--- src/include/pulse_pattern_pkg.sv ---
`default_nettype none
package pulse_pattern_pkg;
   // bus geometry: byte address is four times the register index
   localparam int          ADDR_W      = 18;
   localparam int          IDX_W       = 16;
   // register indices
   localparam logic [15:0] IDX_TRIG    = 16'hFF46;
   localparam logic [15:0] IDX_POL     = 16'hFF47;
   localparam logic [15:0] IDX_EN_HI   = 16'hFF48;
   localparam logic [15:0] IDX_EN_LO   = 16'hFF49;
   localparam logic [15:0] IDX_OUT_HI  = 16'hFF4A;
   localparam logic [15:0] IDX_OUT_LO  = 16'hFF4B;
   localparam logic [15:0] IDX_NEXT_UP = 16'hFF4C;
   localparam logic [15:0] IDX_NEXT_LO = 16'hFF4D;
   localparam logic [15:0] IDX_NEXT_G2 = 16'hFF4E;
   localparam logic [15:0] IDX_NEXT_G0 = 16'hFF4F;
   // reset values
   localparam logic [7:0]  RST_TRIG    = 8'h00;
   localparam logic [3:0]  RST_POL     = 4'hF;
   localparam logic [15:0] RST_EN      = 16'h0000;
   localparam logic [15:0] RST_NEXT    = 16'h0000;
   localparam logic [3:0]  RST_VALUE   = 4'h0;
   // fixed read fill for unused next-data bits
   localparam logic [3:0]  FILL_NIB    = 4'hF;
   localparam logic [7:0]  FILL_BYTE   = 8'hFF;
   // field layout of the trigger register: group n at [2n+1:2n]
   localparam int          TRIG_W      = 2;
   localparam int          GROUP_W     = 4;
   localparam int          GROUPS      = 4;
   // bus answers
   localparam logic [1:0]  RESP_OKAY   = 2'h0;
   localparam logic [1:0]  RESP_DECERR = 2'h3;
endpackage
`default_nettype wire

--- src/logic/pattern_group.sv ---
`timescale 1ns/1ps
`default_nettype none
module pattern_group #(
   parameter int W = 4
) (
   // clock and reset
   input  wire logic         mclk,
   input  wire logic         reset,
   // software access
   input  wire logic         sw_write,
   input  wire logic [W-1:0] sw_data,
   // group setup
   input  wire logic [W-1:0] pin_enable,
   input  wire logic [1:0]   trig_sel,
   input  wire logic         direct,
   input  wire logic [W-1:0] next_bits,
   // timer compare matches
   input  wire logic [3:0]   cmp_match,
   // state and pins
   output logic      [W-1:0] value_reg,
   output logic      [W-1:0] pin_reg
);
   logic [W-1:0] value_next;
   logic [W-1:0] pin_next;
   logic         fire;

   if (W < 1) begin : g_bad_width
      $error("group width must be positive");
   end

   always_comb begin
      fire       = cmp_match[trig_sel];
      value_next = value_reg;
      if (sw_write) begin
         value_next = (value_reg & pin_enable) | (sw_data & ~pin_enable);
      end
      if (fire) begin
         value_next = (value_next & ~pin_enable) | (next_bits & pin_enable);
      end
      pin_next = pin_enable & (direct ? value_next : ~value_next);
   end

   always_ff @(posedge mclk) begin
      if (reset) begin
         value_reg <= pulse_pattern_pkg::RST_VALUE;
         pin_reg   <= '0;
      end else begin
         value_reg <= value_next;
         pin_reg   <= pin_next;
      end
   end

   property p_value_reset;
      @(posedge mclk) reset |=> value_reg == '0;
   endproperty
   a_value_reset: assert property (p_value_reset) else $error("value not cleared");

   property p_locked_bits;
      @(posedge mclk) disable iff (reset)
         !fire |=> ((value_reg ^ $past(value_reg)) & $past(pin_enable)) == '0;
   endproperty
   a_locked_bits: assert property (p_locked_bits) else $error("locked bit moved");

   property p_match_load;
      @(posedge mclk) disable iff (reset)
         fire |=> (value_reg & $past(pin_enable)) == ($past(next_bits) & $past(pin_enable));
   endproperty
   a_match_load: assert property (p_match_load) else $error("match load wrong");

   property p_polarity;
      @(posedge mclk) disable iff (reset)
         !reset |=> pin_reg == ($past(pin_enable) & ($past(direct) ? value_reg : ~value_reg));
   endproperty
   a_polarity: assert property (p_polarity) else $error("pin polarity wrong");
endmodule
`default_nettype wire

--- src/logic/pulse_pattern_output_regs.sv ---
`timescale 1ns/1ps
`default_nettype none
// How it works
// - a set enable bit hands its pin to the pattern logic, a clear bit keeps it off.
// - the 16-bit output value, read as a high and a low byte, resets to zero.
// - output value bits that are enabled ignore software writes, others stay writable.
// - with groups 3 and 2 on one trigger the upper next byte is whole and its alias reads ones.
// - with separate triggers the upper next byte holds group 3 high, low nibble reads ones.
// - with separate triggers the group 2 alias holds group 2 low, high nibble reads ones.
// - with groups 1 and 0 on one trigger the lower next byte is whole and its alias reads ones.
// - with separate triggers the lower next byte holds group 1 high, low nibble reads ones.
// - with separate triggers the group 0 alias holds group 0 low, high nibble reads ones.
// - each group's two-bit trigger field picks timer compare channel 0 to 3.
// - a set polarity bit drives pins directly, a clear one inverts them.
module pulse_pattern_output_regs (
   // clock and reset
   input  wire logic                                  mclk,
   input  wire logic                                  reset,
   // axi4-lite write address
   input  wire logic [pulse_pattern_pkg::ADDR_W-1:0]  awaddr,
   input  wire logic [2:0]                            awprot,
   input  wire logic                                  awvalid,
   output logic                                       awready,
   // axi4-lite write data
   input  wire logic [31:0]                           wdata,
   input  wire logic [3:0]                            wstrb,
   input  wire logic                                  wvalid,
   output logic                                       wready,
   // axi4-lite write response
   output logic [1:0]                                 bresp,
   output logic                                       bvalid,
   input  wire logic                                  bready,
   // axi4-lite read address
   input  wire logic [pulse_pattern_pkg::ADDR_W-1:0]  araddr,
   input  wire logic [2:0]                            arprot,
   input  wire logic                                  arvalid,
   output logic                                       arready,
   // axi4-lite read data
   output logic [31:0]                                rdata,
   output logic [1:0]                                 rresp,
   output logic                                       rvalid,
   input  wire logic                                  rready,
   // timer unit compare matches, one pulse per channel
   input  wire logic [3:0]                            timer_unit_match,
   // pattern pins
   output logic [15:0]                                pattern_pin,
   output logic [15:0]                                pattern_pin_oe
);
   localparam int IW = pulse_pattern_pkg::IDX_W;

   // index of a byte address
   function automatic logic [IW-1:0] word_idx(input logic [pulse_pattern_pkg::ADDR_W-1:0] a);
      word_idx = a[pulse_pattern_pkg::ADDR_W-1:2];
   endfunction

   // whether an index names a register
   function automatic logic is_mapped(input logic [IW-1:0] idx);
      is_mapped = (idx >= pulse_pattern_pkg::IDX_TRIG) && (idx <= pulse_pattern_pkg::IDX_NEXT_G0);
   endfunction

   // bus state
   logic            awready_reg, awready_next;
   logic            wready_reg, wready_next;
   logic            aw_hold_reg, aw_hold_next;
   logic            w_hold_reg, w_hold_next;
   logic [IW-1:0]   aw_idx_reg, aw_idx_next;
   logic [7:0]      w_byte_reg, w_byte_next;
   logic            w_lane_reg, w_lane_next;
   logic            bvalid_reg, bvalid_next;
   logic [1:0]      bresp_reg, bresp_next;
   logic            arready_reg, arready_next;
   logic            rvalid_reg, rvalid_next;
   logic [31:0]     rdata_reg, rdata_next;
   logic [1:0]      rresp_reg, rresp_next;
   // write strobe toward the registers
   logic            aw_take, w_take, ar_take, wr_fire, wr_lane;
   logic [IW-1:0]   wr_idx, rd_idx;
   logic [7:0]      wr_byte;
   // configuration state
   logic [7:0]      trig_reg, trig_next;
   logic [3:0]      pol_reg, pol_next;
   logic [15:0]     enable_reg, enable_next;
   logic [15:0]     next_reg, next_next;
   logic [15:0]     oe_reg;
   logic [3:0]      grp_wr;
   logic            same_up, same_lo;
   logic [15:0]     value_all;
   logic [15:0]     pin_all;
   logic [7:0]      rd_byte;

   // bus handshakes
   always_comb begin
      aw_take      = awvalid && awready_reg;
      w_take       = wvalid && wready_reg;
      ar_take      = arvalid && arready_reg;
      aw_idx_next  = aw_take ? word_idx(awaddr) : aw_idx_reg;
      w_byte_next  = w_take ? wdata[7:0] : w_byte_reg;
      w_lane_next  = w_take ? wstrb[0] : w_lane_reg;
      wr_fire      = (aw_hold_reg || aw_take) && (w_hold_reg || w_take) && !bvalid_reg;
      wr_idx       = aw_idx_next;
      wr_byte      = w_byte_next;
      wr_lane      = w_lane_next;
      aw_hold_next = (aw_hold_reg || aw_take) && !wr_fire;
      w_hold_next  = (w_hold_reg || w_take) && !wr_fire;
      bvalid_next  = wr_fire || (bvalid_reg && !bready);
      bresp_next   = bresp_reg;
      if (wr_fire) begin
         bresp_next = is_mapped(wr_idx) ? pulse_pattern_pkg::RESP_OKAY
                                        : pulse_pattern_pkg::RESP_DECERR;
      end
      awready_next = !aw_hold_next && !bvalid_next;
      wready_next  = !w_hold_next && !bvalid_next;
      rd_idx       = word_idx(araddr);
      rvalid_next  = ar_take || (rvalid_reg && !rready);
      arready_next = !rvalid_next;
      rdata_next   = rdata_reg;
      rresp_next   = rresp_reg;
      if (ar_take) begin
         rdata_next = {24'h000000, rd_byte};
         rresp_next = is_mapped(rd_idx) ? pulse_pattern_pkg::RESP_OKAY
                                        : pulse_pattern_pkg::RESP_DECERR;
      end
   end

   always_ff @(posedge mclk) begin
      if (reset) begin
         awready_reg <= 1'b0;
         wready_reg  <= 1'b0;
         aw_hold_reg <= 1'b0;
         w_hold_reg  <= 1'b0;
         aw_idx_reg  <= '0;
         w_byte_reg  <= 8'h00;
         w_lane_reg  <= 1'b0;
         bvalid_reg  <= 1'b0;
         bresp_reg   <= pulse_pattern_pkg::RESP_OKAY;
         arready_reg <= 1'b0;
         rvalid_reg  <= 1'b0;
         rdata_reg   <= 32'h00000000;
         rresp_reg   <= pulse_pattern_pkg::RESP_OKAY;
      end else begin
         awready_reg <= awready_next;
         wready_reg  <= wready_next;
         aw_hold_reg <= aw_hold_next;
         w_hold_reg  <= w_hold_next;
         aw_idx_reg  <= aw_idx_next;
         w_byte_reg  <= w_byte_next;
         w_lane_reg  <= w_lane_next;
         bvalid_reg  <= bvalid_next;
         bresp_reg   <= bresp_next;
         arready_reg <= arready_next;
         rvalid_reg  <= rvalid_next;
         rdata_reg   <= rdata_next;
         rresp_reg   <= rresp_next;
      end
   end

   assign awready = awready_reg;
   assign wready  = wready_reg;
   assign bvalid  = bvalid_reg;
   assign bresp   = bresp_reg;
   assign arready = arready_reg;
   assign rvalid  = rvalid_reg;
   assign rdata   = rdata_reg;
   assign rresp   = rresp_reg;

   // groups sharing a trigger
   assign same_up = trig_reg[7:6] == trig_reg[5:4];
   assign same_lo = trig_reg[3:2] == trig_reg[1:0];

   // read data
   always_comb begin
      case (rd_idx)
         pulse_pattern_pkg::IDX_TRIG:    rd_byte = trig_reg;
         pulse_pattern_pkg::IDX_POL:     rd_byte = {4'h0, pol_reg};
         pulse_pattern_pkg::IDX_EN_HI:   rd_byte = enable_reg[15:8];
         pulse_pattern_pkg::IDX_EN_LO:   rd_byte = enable_reg[7:0];
         pulse_pattern_pkg::IDX_OUT_HI:  rd_byte = value_all[15:8];
         pulse_pattern_pkg::IDX_OUT_LO:  rd_byte = value_all[7:0];
         pulse_pattern_pkg::IDX_NEXT_UP: rd_byte = same_up ? next_reg[15:8]
                                                   : {next_reg[15:12], pulse_pattern_pkg::FILL_NIB};
         pulse_pattern_pkg::IDX_NEXT_LO: rd_byte = same_lo ? next_reg[7:0]
                                                   : {next_reg[7:4], pulse_pattern_pkg::FILL_NIB};
         pulse_pattern_pkg::IDX_NEXT_G2: rd_byte = same_up ? pulse_pattern_pkg::FILL_BYTE
                                                   : {pulse_pattern_pkg::FILL_NIB, next_reg[11:8]};
         pulse_pattern_pkg::IDX_NEXT_G0: rd_byte = same_lo ? pulse_pattern_pkg::FILL_BYTE
                                                   : {pulse_pattern_pkg::FILL_NIB, next_reg[3:0]};
         default:                        rd_byte = 8'h00;
      endcase
   end

   // register writes
   always_comb begin
      trig_next   = trig_reg;
      pol_next    = pol_reg;
      enable_next = enable_reg;
      next_next   = next_reg;
      grp_wr      = 4'h0;
      if (wr_fire && wr_lane) begin
         case (wr_idx)
            pulse_pattern_pkg::IDX_TRIG:    trig_next = wr_byte;
            pulse_pattern_pkg::IDX_POL:     pol_next = wr_byte[3:0];
            pulse_pattern_pkg::IDX_EN_HI:   enable_next[15:8] = wr_byte;
            pulse_pattern_pkg::IDX_EN_LO:   enable_next[7:0] = wr_byte;
            pulse_pattern_pkg::IDX_OUT_HI:  grp_wr = 4'hC;
            pulse_pattern_pkg::IDX_OUT_LO:  grp_wr = 4'h3;
            pulse_pattern_pkg::IDX_NEXT_UP: begin
               next_next[15:12] = wr_byte[7:4];
               if (same_up) begin
                  next_next[11:8] = wr_byte[3:0];
               end
            end
            pulse_pattern_pkg::IDX_NEXT_LO: begin
               next_next[7:4] = wr_byte[7:4];
               if (same_lo) begin
                  next_next[3:0] = wr_byte[3:0];
               end
            end
            pulse_pattern_pkg::IDX_NEXT_G2: begin
               if (!same_up) begin
                  next_next[11:8] = wr_byte[3:0];
               end
            end
            pulse_pattern_pkg::IDX_NEXT_G0: begin
               if (!same_lo) begin
                  next_next[3:0] = wr_byte[3:0];
               end
            end
            default: begin
               trig_next = trig_reg;
            end
         endcase
      end
   end

   always_ff @(posedge mclk) begin
      if (reset) begin
         trig_reg   <= pulse_pattern_pkg::RST_TRIG;
         pol_reg    <= pulse_pattern_pkg::RST_POL;
         enable_reg <= pulse_pattern_pkg::RST_EN;
         next_reg   <= pulse_pattern_pkg::RST_NEXT;
         oe_reg     <= pulse_pattern_pkg::RST_EN;
      end else begin
         trig_reg   <= trig_next;
         pol_reg    <= pol_next;
         enable_reg <= enable_next;
         next_reg   <= next_next;
         oe_reg     <= enable_next;
      end
   end

   // four output groups
   for (genvar g = 0; g < pulse_pattern_pkg::GROUPS; g++) begin : grp
      pattern_group #(
         .W (pulse_pattern_pkg::GROUP_W)
      ) u_group (
         .mclk       (mclk),
         .reset      (reset),
         .sw_write   (grp_wr[g]),
         .sw_data    (wr_byte[4*(g%2)+:4]),
         .pin_enable (enable_next[4*g+:4]),
         .trig_sel   (trig_reg[pulse_pattern_pkg::TRIG_W*g+:pulse_pattern_pkg::TRIG_W]),
         .direct     (pol_next[g]),
         .next_bits  (next_reg[4*g+:4]),
         .cmp_match  (timer_unit_match),
         .value_reg  (value_all[4*g+:4]),
         .pin_reg    (pin_all[4*g+:4])
      );
   end

   assign pattern_pin    = pin_all;
   assign pattern_pin_oe = oe_reg;

   property p_pin_route;
      @(posedge mclk) disable iff (reset)
         !reset |=> pattern_pin_oe == enable_reg;
   endproperty
   a_pin_route: assert property (p_pin_route) else $error("pin routing mismatch");

   property p_alias_ones_up;
      @(posedge mclk) disable iff (reset)
         ar_take && rd_idx == pulse_pattern_pkg::IDX_NEXT_G2 && same_up
         |=> rvalid && rdata[7:0] == 8'hFF;
   endproperty
   a_alias_ones_up: assert property (p_alias_ones_up) else $error("alias not all ones");

   property p_split_up;
      @(posedge mclk) disable iff (reset)
         wr_fire && wr_idx == pulse_pattern_pkg::IDX_NEXT_UP && !same_up
         |=> next_reg[11:8] == $past(next_reg[11:8]);
   endproperty
   a_split_up: assert property (p_split_up) else $error("group 2 bits written");

   property p_split_g2;
      @(posedge mclk) disable iff (reset)
         wr_fire && wr_lane && wr_idx == pulse_pattern_pkg::IDX_NEXT_G2 && !same_up
         |=> next_reg[11:8] == $past(wr_byte[3:0]) && next_reg[15:12] == $past(next_reg[15:12]);
   endproperty
   a_split_g2: assert property (p_split_g2) else $error("group 2 write wrong");

   property p_alias_locked_lo;
      @(posedge mclk) disable iff (reset)
         wr_fire && wr_idx == pulse_pattern_pkg::IDX_NEXT_G0 && same_lo
         |=> next_reg == $past(next_reg);
   endproperty
   a_alias_locked_lo: assert property (p_alias_locked_lo) else $error("alias accepted write");
endmodule
`default_nettype wire

--- config.mk ---
export PLATFORM = sky130hd
export DESIGN_NAME = pulse_pattern_output_regs
export DESIGN_NICKNAME = d
export VERILOG_FILES = /design/src/include/pulse_pattern_pkg.sv /design/src/logic/pattern_group.sv /design/src/logic/pulse_pattern_output_regs.sv
export SDC_FILE = /design/constraint.sdc
export NUM_CORES = 1
export LEC_CHECK = 0
export BUFFER_PORTS_ARGS = -buffer_cell sky130_fd_sc_hd__buf_2
export CORE_AREA = 2 2 114 143
export DETAILED_ROUTE_END_ITERATION = 8
export DIE_AREA = 0 0 116 145
export PLACE_DENSITY = 0.76
export SETUP_SLACK_MARGIN = 0.4
export SLEW_MARGIN = 0
export SYNTH_ARGS = -nofsm -noshare
export SYNTH_HDL_FRONTEND = slang
export SYNTH_HIERARCHICAL = 1
export SYNTH_SLANG_ARGS = --single-unit
--- constraint.sdc ---
create_clock -name mclk -period 7.2 [get_ports mclk]
set_input_delay 1.44 -clock mclk [delete_from_list [all_inputs] [get_ports mclk]]
set_output_delay 1.44 -clock mclk [all_outputs]
set_load 0.1 [all_outputs]
---- Word-level counts from Yosys, hierarchy flattened ----
Index checks and enable logic that the tools add are counted.
Widths: inputs -> output; s select.
storage, ports and cells
  register bits ........................... 120
  bits in latches ......................... 0
  memory bits (writable) .................. 0
  ROM bits ................................ 0
  input port bits ......................... 89
  word-level logic and storage cells ...... 174
  memories ................................ 0
operators by class
  add/sub/neg operators ................... 0
  multipliers ............................. 0
  divide/modulo/power cells ............... 0
  $lt $le $gt $ge ......................... 8
  equality and inequality tests ........... 26
  shift operators ......................... 0
  muxes and demuxes ....................... 43
  bitwise operators ....................... 36
  reductions and logical operators ........ 33
operator list
  operator              count
  $eq 16x16->1 const B  20
  $mux 4                23
  $and 4x4->4           20
  $pmux 8 s10           1
  $ge 16x16->1 const B  2
  $le 16x16->1 const B  2
  $mux 16               2
  $not 4->4             8
  $or 4x4->4            8
  $mux 8                3
  $pmux 4 s2            3
  $logic_and 1x1->1     14
  $lt 2x3->1 const B    4
  $bmux 1 s2            4
  $logic_not 1->1       8
  $ne 2x2->1 const B    4
  $reduce_and 4->1      2
  $reduce_and 2->1      3
  $mux 1                5
  $eq 2x2->1            2
  $logic_or 1x1->1      4
  $mux 2                2
  $reduce_bool 2->1     2

---- Logic depth before layout (Yosys ltp) ----
  depth in word-level cells ............... 16
  mapped depth ............................ 11
  depth with buffers taken out ............ 8

---- Modules after synthesis ----
The synthesis kept the hierarchy.
by module, submodules not included
  module                     instances  cells each  area an instance (sq um)
  pulse_pattern_output_regs  1          514         4,643.2
  pattern_group              4          61          550.5

---- Least setup slack after synthesis ----
No wires, ideal clock.
  path kind ............................... input to register
  start ................................... input port awaddr[6] (netlist bit)
  end ..................................... register grp[0].u_group.value_reg[2]
  setup time .............................. 0.091 ns
  arrival time ............................ 3.976 ns
  slack ................................... 3.133 ns
  stages on the path ...................... 7
  buffers on the path ..................... 0
  path through ............................ or4b_1 -> nor3_1 -> o22a_2 -> nor4b_1 -> and3b_1 -> a221oi_1 -> a311oi_1
between the ends
  elaborated cells on any way between the ends .. 17
RTL lines
  what                    RTL line                          text
  start: declaration      pulse_pattern_output_regs.sv:20   input wire logic [pulse_pattern_pkg::ADDR_W-1:0] awaddr,
  $mux 16 (*)             pulse_pattern_output_regs.sv:96   aw_idx_next = aw_take ? word_idx(awaddr) : aw_idx_reg;
  $eq 16x16->1            pulse_pattern_output_regs.sv:199  case (wr_idx)
  $pmux 4 s2 (*)          pulse_pattern_output_regs.sv:199
  $mux 4 (*)              pulse_pattern_output_regs.sv:198  if (wr_fire && wr_lane) begin
  named net grp_wr[0]     pulse_pattern_output_regs.sv:85   logic [3:0] grp_wr;
  $mux 4 (*)              pattern_group.sv:34               if (sw_write) begin
  $and 4x4->4             pattern_group.sv:38               value_next = (value_next & ~pin_enable) | (next_bits & pin_enable);
  $or 4x4->4              pattern_group.sv:38
  $mux 4 (*)              pattern_group.sv:37               if (fire) begin
  end signal: assignment  pattern_group.sv:45               value_reg <= pulse_pattern_pkg::RST_VALUE;
  end signal: assignment  pattern_group.sv:48               value_reg <= value_next;
  end: declaration        pattern_group.sv:20               output logic [W-1:0] value_reg,
Mark *: on every way through the listed nets, which the timed path passes. The rest lies on a longest branch.
A chain may end at the register's enable or synchronous reset.

---- Worst setup path after layout ----
  start ................................... input port wvalid
  end ..................................... register grp[0].u_group.pin_reg[0]
between the ends
  word-level cells in the longest chain between the ends .. 16
  elaborated cells on any way between the ends .. 24
RTL lines
  what                             RTL line                                  text
  start: declaration               pulse_pattern_output_regs.sv:27           input wire logic wvalid,
  $logic_and 1x1->1 (*)            pulse_pattern_output_regs.sv:94           w_take = wvalid && wready_reg;
  $logic_or 1x1->1                 pulse_pattern_output_regs.sv:99           wr_fire = (aw_hold_reg || aw_take) && (w_hold_reg || w_take) && !bvalid_reg;
  $logic_and 1x1->1 (2 in series)  pulse_pattern_output_regs.sv:99
  $logic_and 1x1->1                pulse_pattern_output_regs.sv:198
  $mux 16 (*)                      pulse_pattern_output_regs.sv:198
  named net enable_next[0]         pulse_pattern_output_regs.sv:82           logic [15:0] enable_reg, enable_next;
  $not 4->4                        pattern_group.sv:35, pattern_group.sv:38
  $and 4x4->4                      pattern_group.sv:35                       value_next = (value_reg & pin_enable) | (sw_data & ~pin_enable);
  $or 4x4->4                       pattern_group.sv:35
  $mux 4                           pattern_group.sv:34
  $and 4x4->4                      pattern_group.sv:38
  $or 4x4->4                       pattern_group.sv:38
  $mux 4                           pattern_group.sv:37
  $not 4->4                        pattern_group.sv:40                       pin_next = pin_enable & (direct ? value_next : ~value_next);
  $mux 4                           pattern_group.sv:40
  $and 4x4->4 (*)                  pattern_group.sv:40
  end signal: assignment           pattern_group.sv:49                       pin_reg <= pin_next;
  end: declaration                 pattern_group.sv:21                       output logic [W-1:0] pin_reg
Marks and branches as above.

==> impl_metrics.ini <==
[run_status]
status = finished clean

[worst_hold_path]
hold_class = reg -> reg

[finish]
multiInputGateArea_um2 = 4080
nets = 925
layout.area.seq_um2 = 2360
n_fill_cell = 1444
final_layout_size_suffix_gt1_share_pct = 24.8
mostFrequentLayoutCells = sky130_fd_sc_hd__dfxtp_1, sky130_fd_sc_hd__buf_2, sky130_fd_sc_hd__nand2b_1
antennaDiodeCount = 0
final_common_cell = sky130_fd_sc_hd__dfxtp_1
finalCoreUtilization_pct = 51.6
finalNonFillerCells = 1060
syn2layout_area_growth_pct = 16.5

[synthesis]
ys_ff_latch = 118
postSynth.asyncResetShare_pct = 0
avgSynthCellArea_um2 = 9.03
number_of_enable_flip_flop_cells_after_synthesis = 0
synth.distinct_cells = 60
yosysWarnings = 6
syn_inst = 758
synth_ff_type = sky130_fd_sc_hd__dfxtp_1
synth-seq-area-share_pct = 34.5
mapped_area_um2 = 6850

[setup_path]
critical_path.cell_chain = buf_2 -> and2_1 -> o21ai_0 -> o21ai_1 -> nor4b_4 -> mux2_2 -> or4b_2 -> a21o_2 -> nand2_1
timing.critical_path.arrival_ns = 4.86
setup.worst_path.class = in -> reg
setup.worst_path.start_class = input port
critical_path.max_fanout = 12
cp_slowest_stage_delay_ns = 0.90
end_kind = register
worstPathRequired_ns = 7.56
timing.critical_path.slowest_stage_cell = sky130_fd_sc_hd__nor4b_4

[clocking]
cts-root-buf = sky130_fd_sc_hd__clkbuf_16
cts_tree = done
worst_setup_hold_path_clk_slew_ns = 0.06
cts_max_path_buffers = 2
post_cts.resized_instances = 0
tritoncts.num_buffers = 17
clock_latency_late_sink_ns = 0.42
tritoncts_num_sinks = 118
cts.htree.levels = 4
cts_hold_buf = 0
post_cts_buffers = 0

[sta]
timing.setup.tns_ns = 0
grt_setup_unrepaired = false
tightestPinTransition_ns = 0.909
max_freq_ghz = 0.222
slew_headroom_pct = 39.1
timing.final.crit_share_pct = 62.5
report.final.slew_viol_count = 0
setup_viol = 0
timing.clock.skew_ns = 0.00837
hold_violations = 0
finalWorstPathRequiredPeriod_ns = 4.50

[floorplanning]
die_width_um = 116
site_row_count = 51
io_pins = 162
placeable_core_region_um2 = 15400
dieHeight_um = 145
floorplan.initialDensity_pct = 44.3
floorplan.die_area_um2 = 16800

[grt]
grt_antenna_before_repair = 0
number_of_global_route_vias_before_repair = 5539
grt.overflow.total = 0
grt_max_degree = 82
total_global_route_track_usage_pct = 21.7
global_route_wire_length_before_repair_um = 28800

[route]
drt_first_iter_violations = 355
route.detailed.drc = 0
route.detailed.wl_per_inst_um = 17.2
per_cell_via_count_in_the_routed_design = 5.76
route.antenna.remaining_nets = 0
routed-via-count = 6109
drt_wl_total_um = 18200
dr.pass1.iters = 5

[power_and_ir_drop]
power.ir.vdd_worst_v = 0.000106
power.density_cell_area_nw_per_um2 = 222
power.static_leakage_nw = 3.40

[placement]
io_buffer_count = 100
final_weighted_congestion_in_routability_driven_placement = 0.894
detailed_placement_hpwl_um = 12900
dp.cells = 1029

[flow_run]
cap_violations = 0
path summary, 6_finish.rpt:
check                                            start                                    to  slack (ns)  cells after the start
worst min-delay path            aw_hold_reg$_SDFF_PP0_                    awready$_SDFF_PP0_        0.43                      1
worst min register to register  aw_hold_reg$_SDFF_PP0_                    awready$_SDFF_PP0_        0.43                      1
worst max register to register      awready$_SDFF_PP0_  grp[0].u_group/pin_reg[0]$_SDFF_PP0_        3.42                      7
worst max-delay path                            wvalid  grp[0].u_group/pin_reg[0]$_SDFF_PP0_        2.70                      9
Yosys cell counts, types with 8 or more instances:
cell	count	area [um^2]
sky130_fd_sc_hd__mux2i_1	49	490
sky130_fd_sc_hd__buf_4	26	195
sky130_fd_sc_hd__dfxtp_1	118	2360
sky130_fd_sc_hd__a221oi_1	19	166
sky130_fd_sc_hd__o21ai_0	13	65.1
sky130_fd_sc_hd__mux4_2	9	203
sky130_fd_sc_hd__nand4b_1	17	149
sky130_fd_sc_hd__a21o_2	16	140
sky130_fd_sc_hd__nor2_1	40	150
sky130_fd_sc_hd__nor3_1	10	50.1
sky130_fd_sc_hd__a311oi_1	17	149
sky130_fd_sc_hd__a22oi_1	8	60.1
sky130_fd_sc_hd__inv_1	31	116
sky130_fd_sc_hd__o2111ai_1	16	140
sky130_fd_sc_hd__nand2b_1	67	419
sky130_fd_sc_hd__or4b_2	12	120
sky130_fd_sc_hd__nand2_1	66	248
sky130_fd_sc_hd__and3b_1	18	158
sky130_fd_sc_hd__mux2_2	30	338
sky130_fd_sc_hd__a21oi_1	28	140
sky130_fd_sc_hd__clkbuf_1	30	113
sky130_fd_sc_hd__and2_1	22	138
routing by layer:
layer | vias to the layer above | GRT usage, % | wire length [um]
li1 | 2892 | - | -
met1 | 2943 | 27.6 | 7540
met2 | 247 | 35.9 | 9120
met3 | 27 | 4.22 | 1130
met4 | 0 | 8.51 | 435
met5 | - | 0 | 0
cells by family (layout without fill, tap and decap cells):
family / Yosys count / after routing / synth area share, %
simple gates: 301 / 301 / 26.5
compound gates: 143 / 143 / 15.5
flops: 118 / 118 / 34.5
buf+inv: 100 / 167 / 7.42
mux: 89 / 89 / 15.3
xor+xnor: 6 / 6 / 0.768
other cells: 1 / 24 / 0.0548
cell type report:
cell class | count | area share [%]
clock inverters | 9 | 1.88
repair buffers | 104 | 6.68
inverters | 32 | 1.51
well taps | 212 | 3.33
clock buffers | 22 | 5.82
multi-input cells | 563 | 51.2
flip-flops and latches | 118 | 29.6
report_power, final:
part	switching, mW	internal (mW)	total (mW)
clock	0.297	0.593	0.890
combinational	0.162	0.0454	0.208
sequential	0.00718	0.665	0.672
total	0.467	1.30	1.77
through the flow:
stage | power [mW] | worst slack [ns] | cell area, um^2 | hold WS (ns)
3_3_place_gp | 0.889 | 2.38 | 7360 | 0.416
4_1_cts | 1.78 | 2.78 | 7980 | 0.434
5_1_grt | 1.82 | 2.52 | 7980 | 0.437
3_5_place_dp | 0.891 | 2.36 | 7360 | 0.426
6_report | 1.77 | 2.70 | 7980 | 0.429
2_1_floorplan | 0.858 | 3.13 | 6930 | 0.402
critical path: cells and delay by family:
kind,cells,cell delay [ns]
AO/OA/AOI/OAI,3,1.04
buffers and inverters,1,0.10
multiplexers,1,0.37
AND/OR/NAND/NOR,4,1.92
Power figures use the tool's default switching activity.
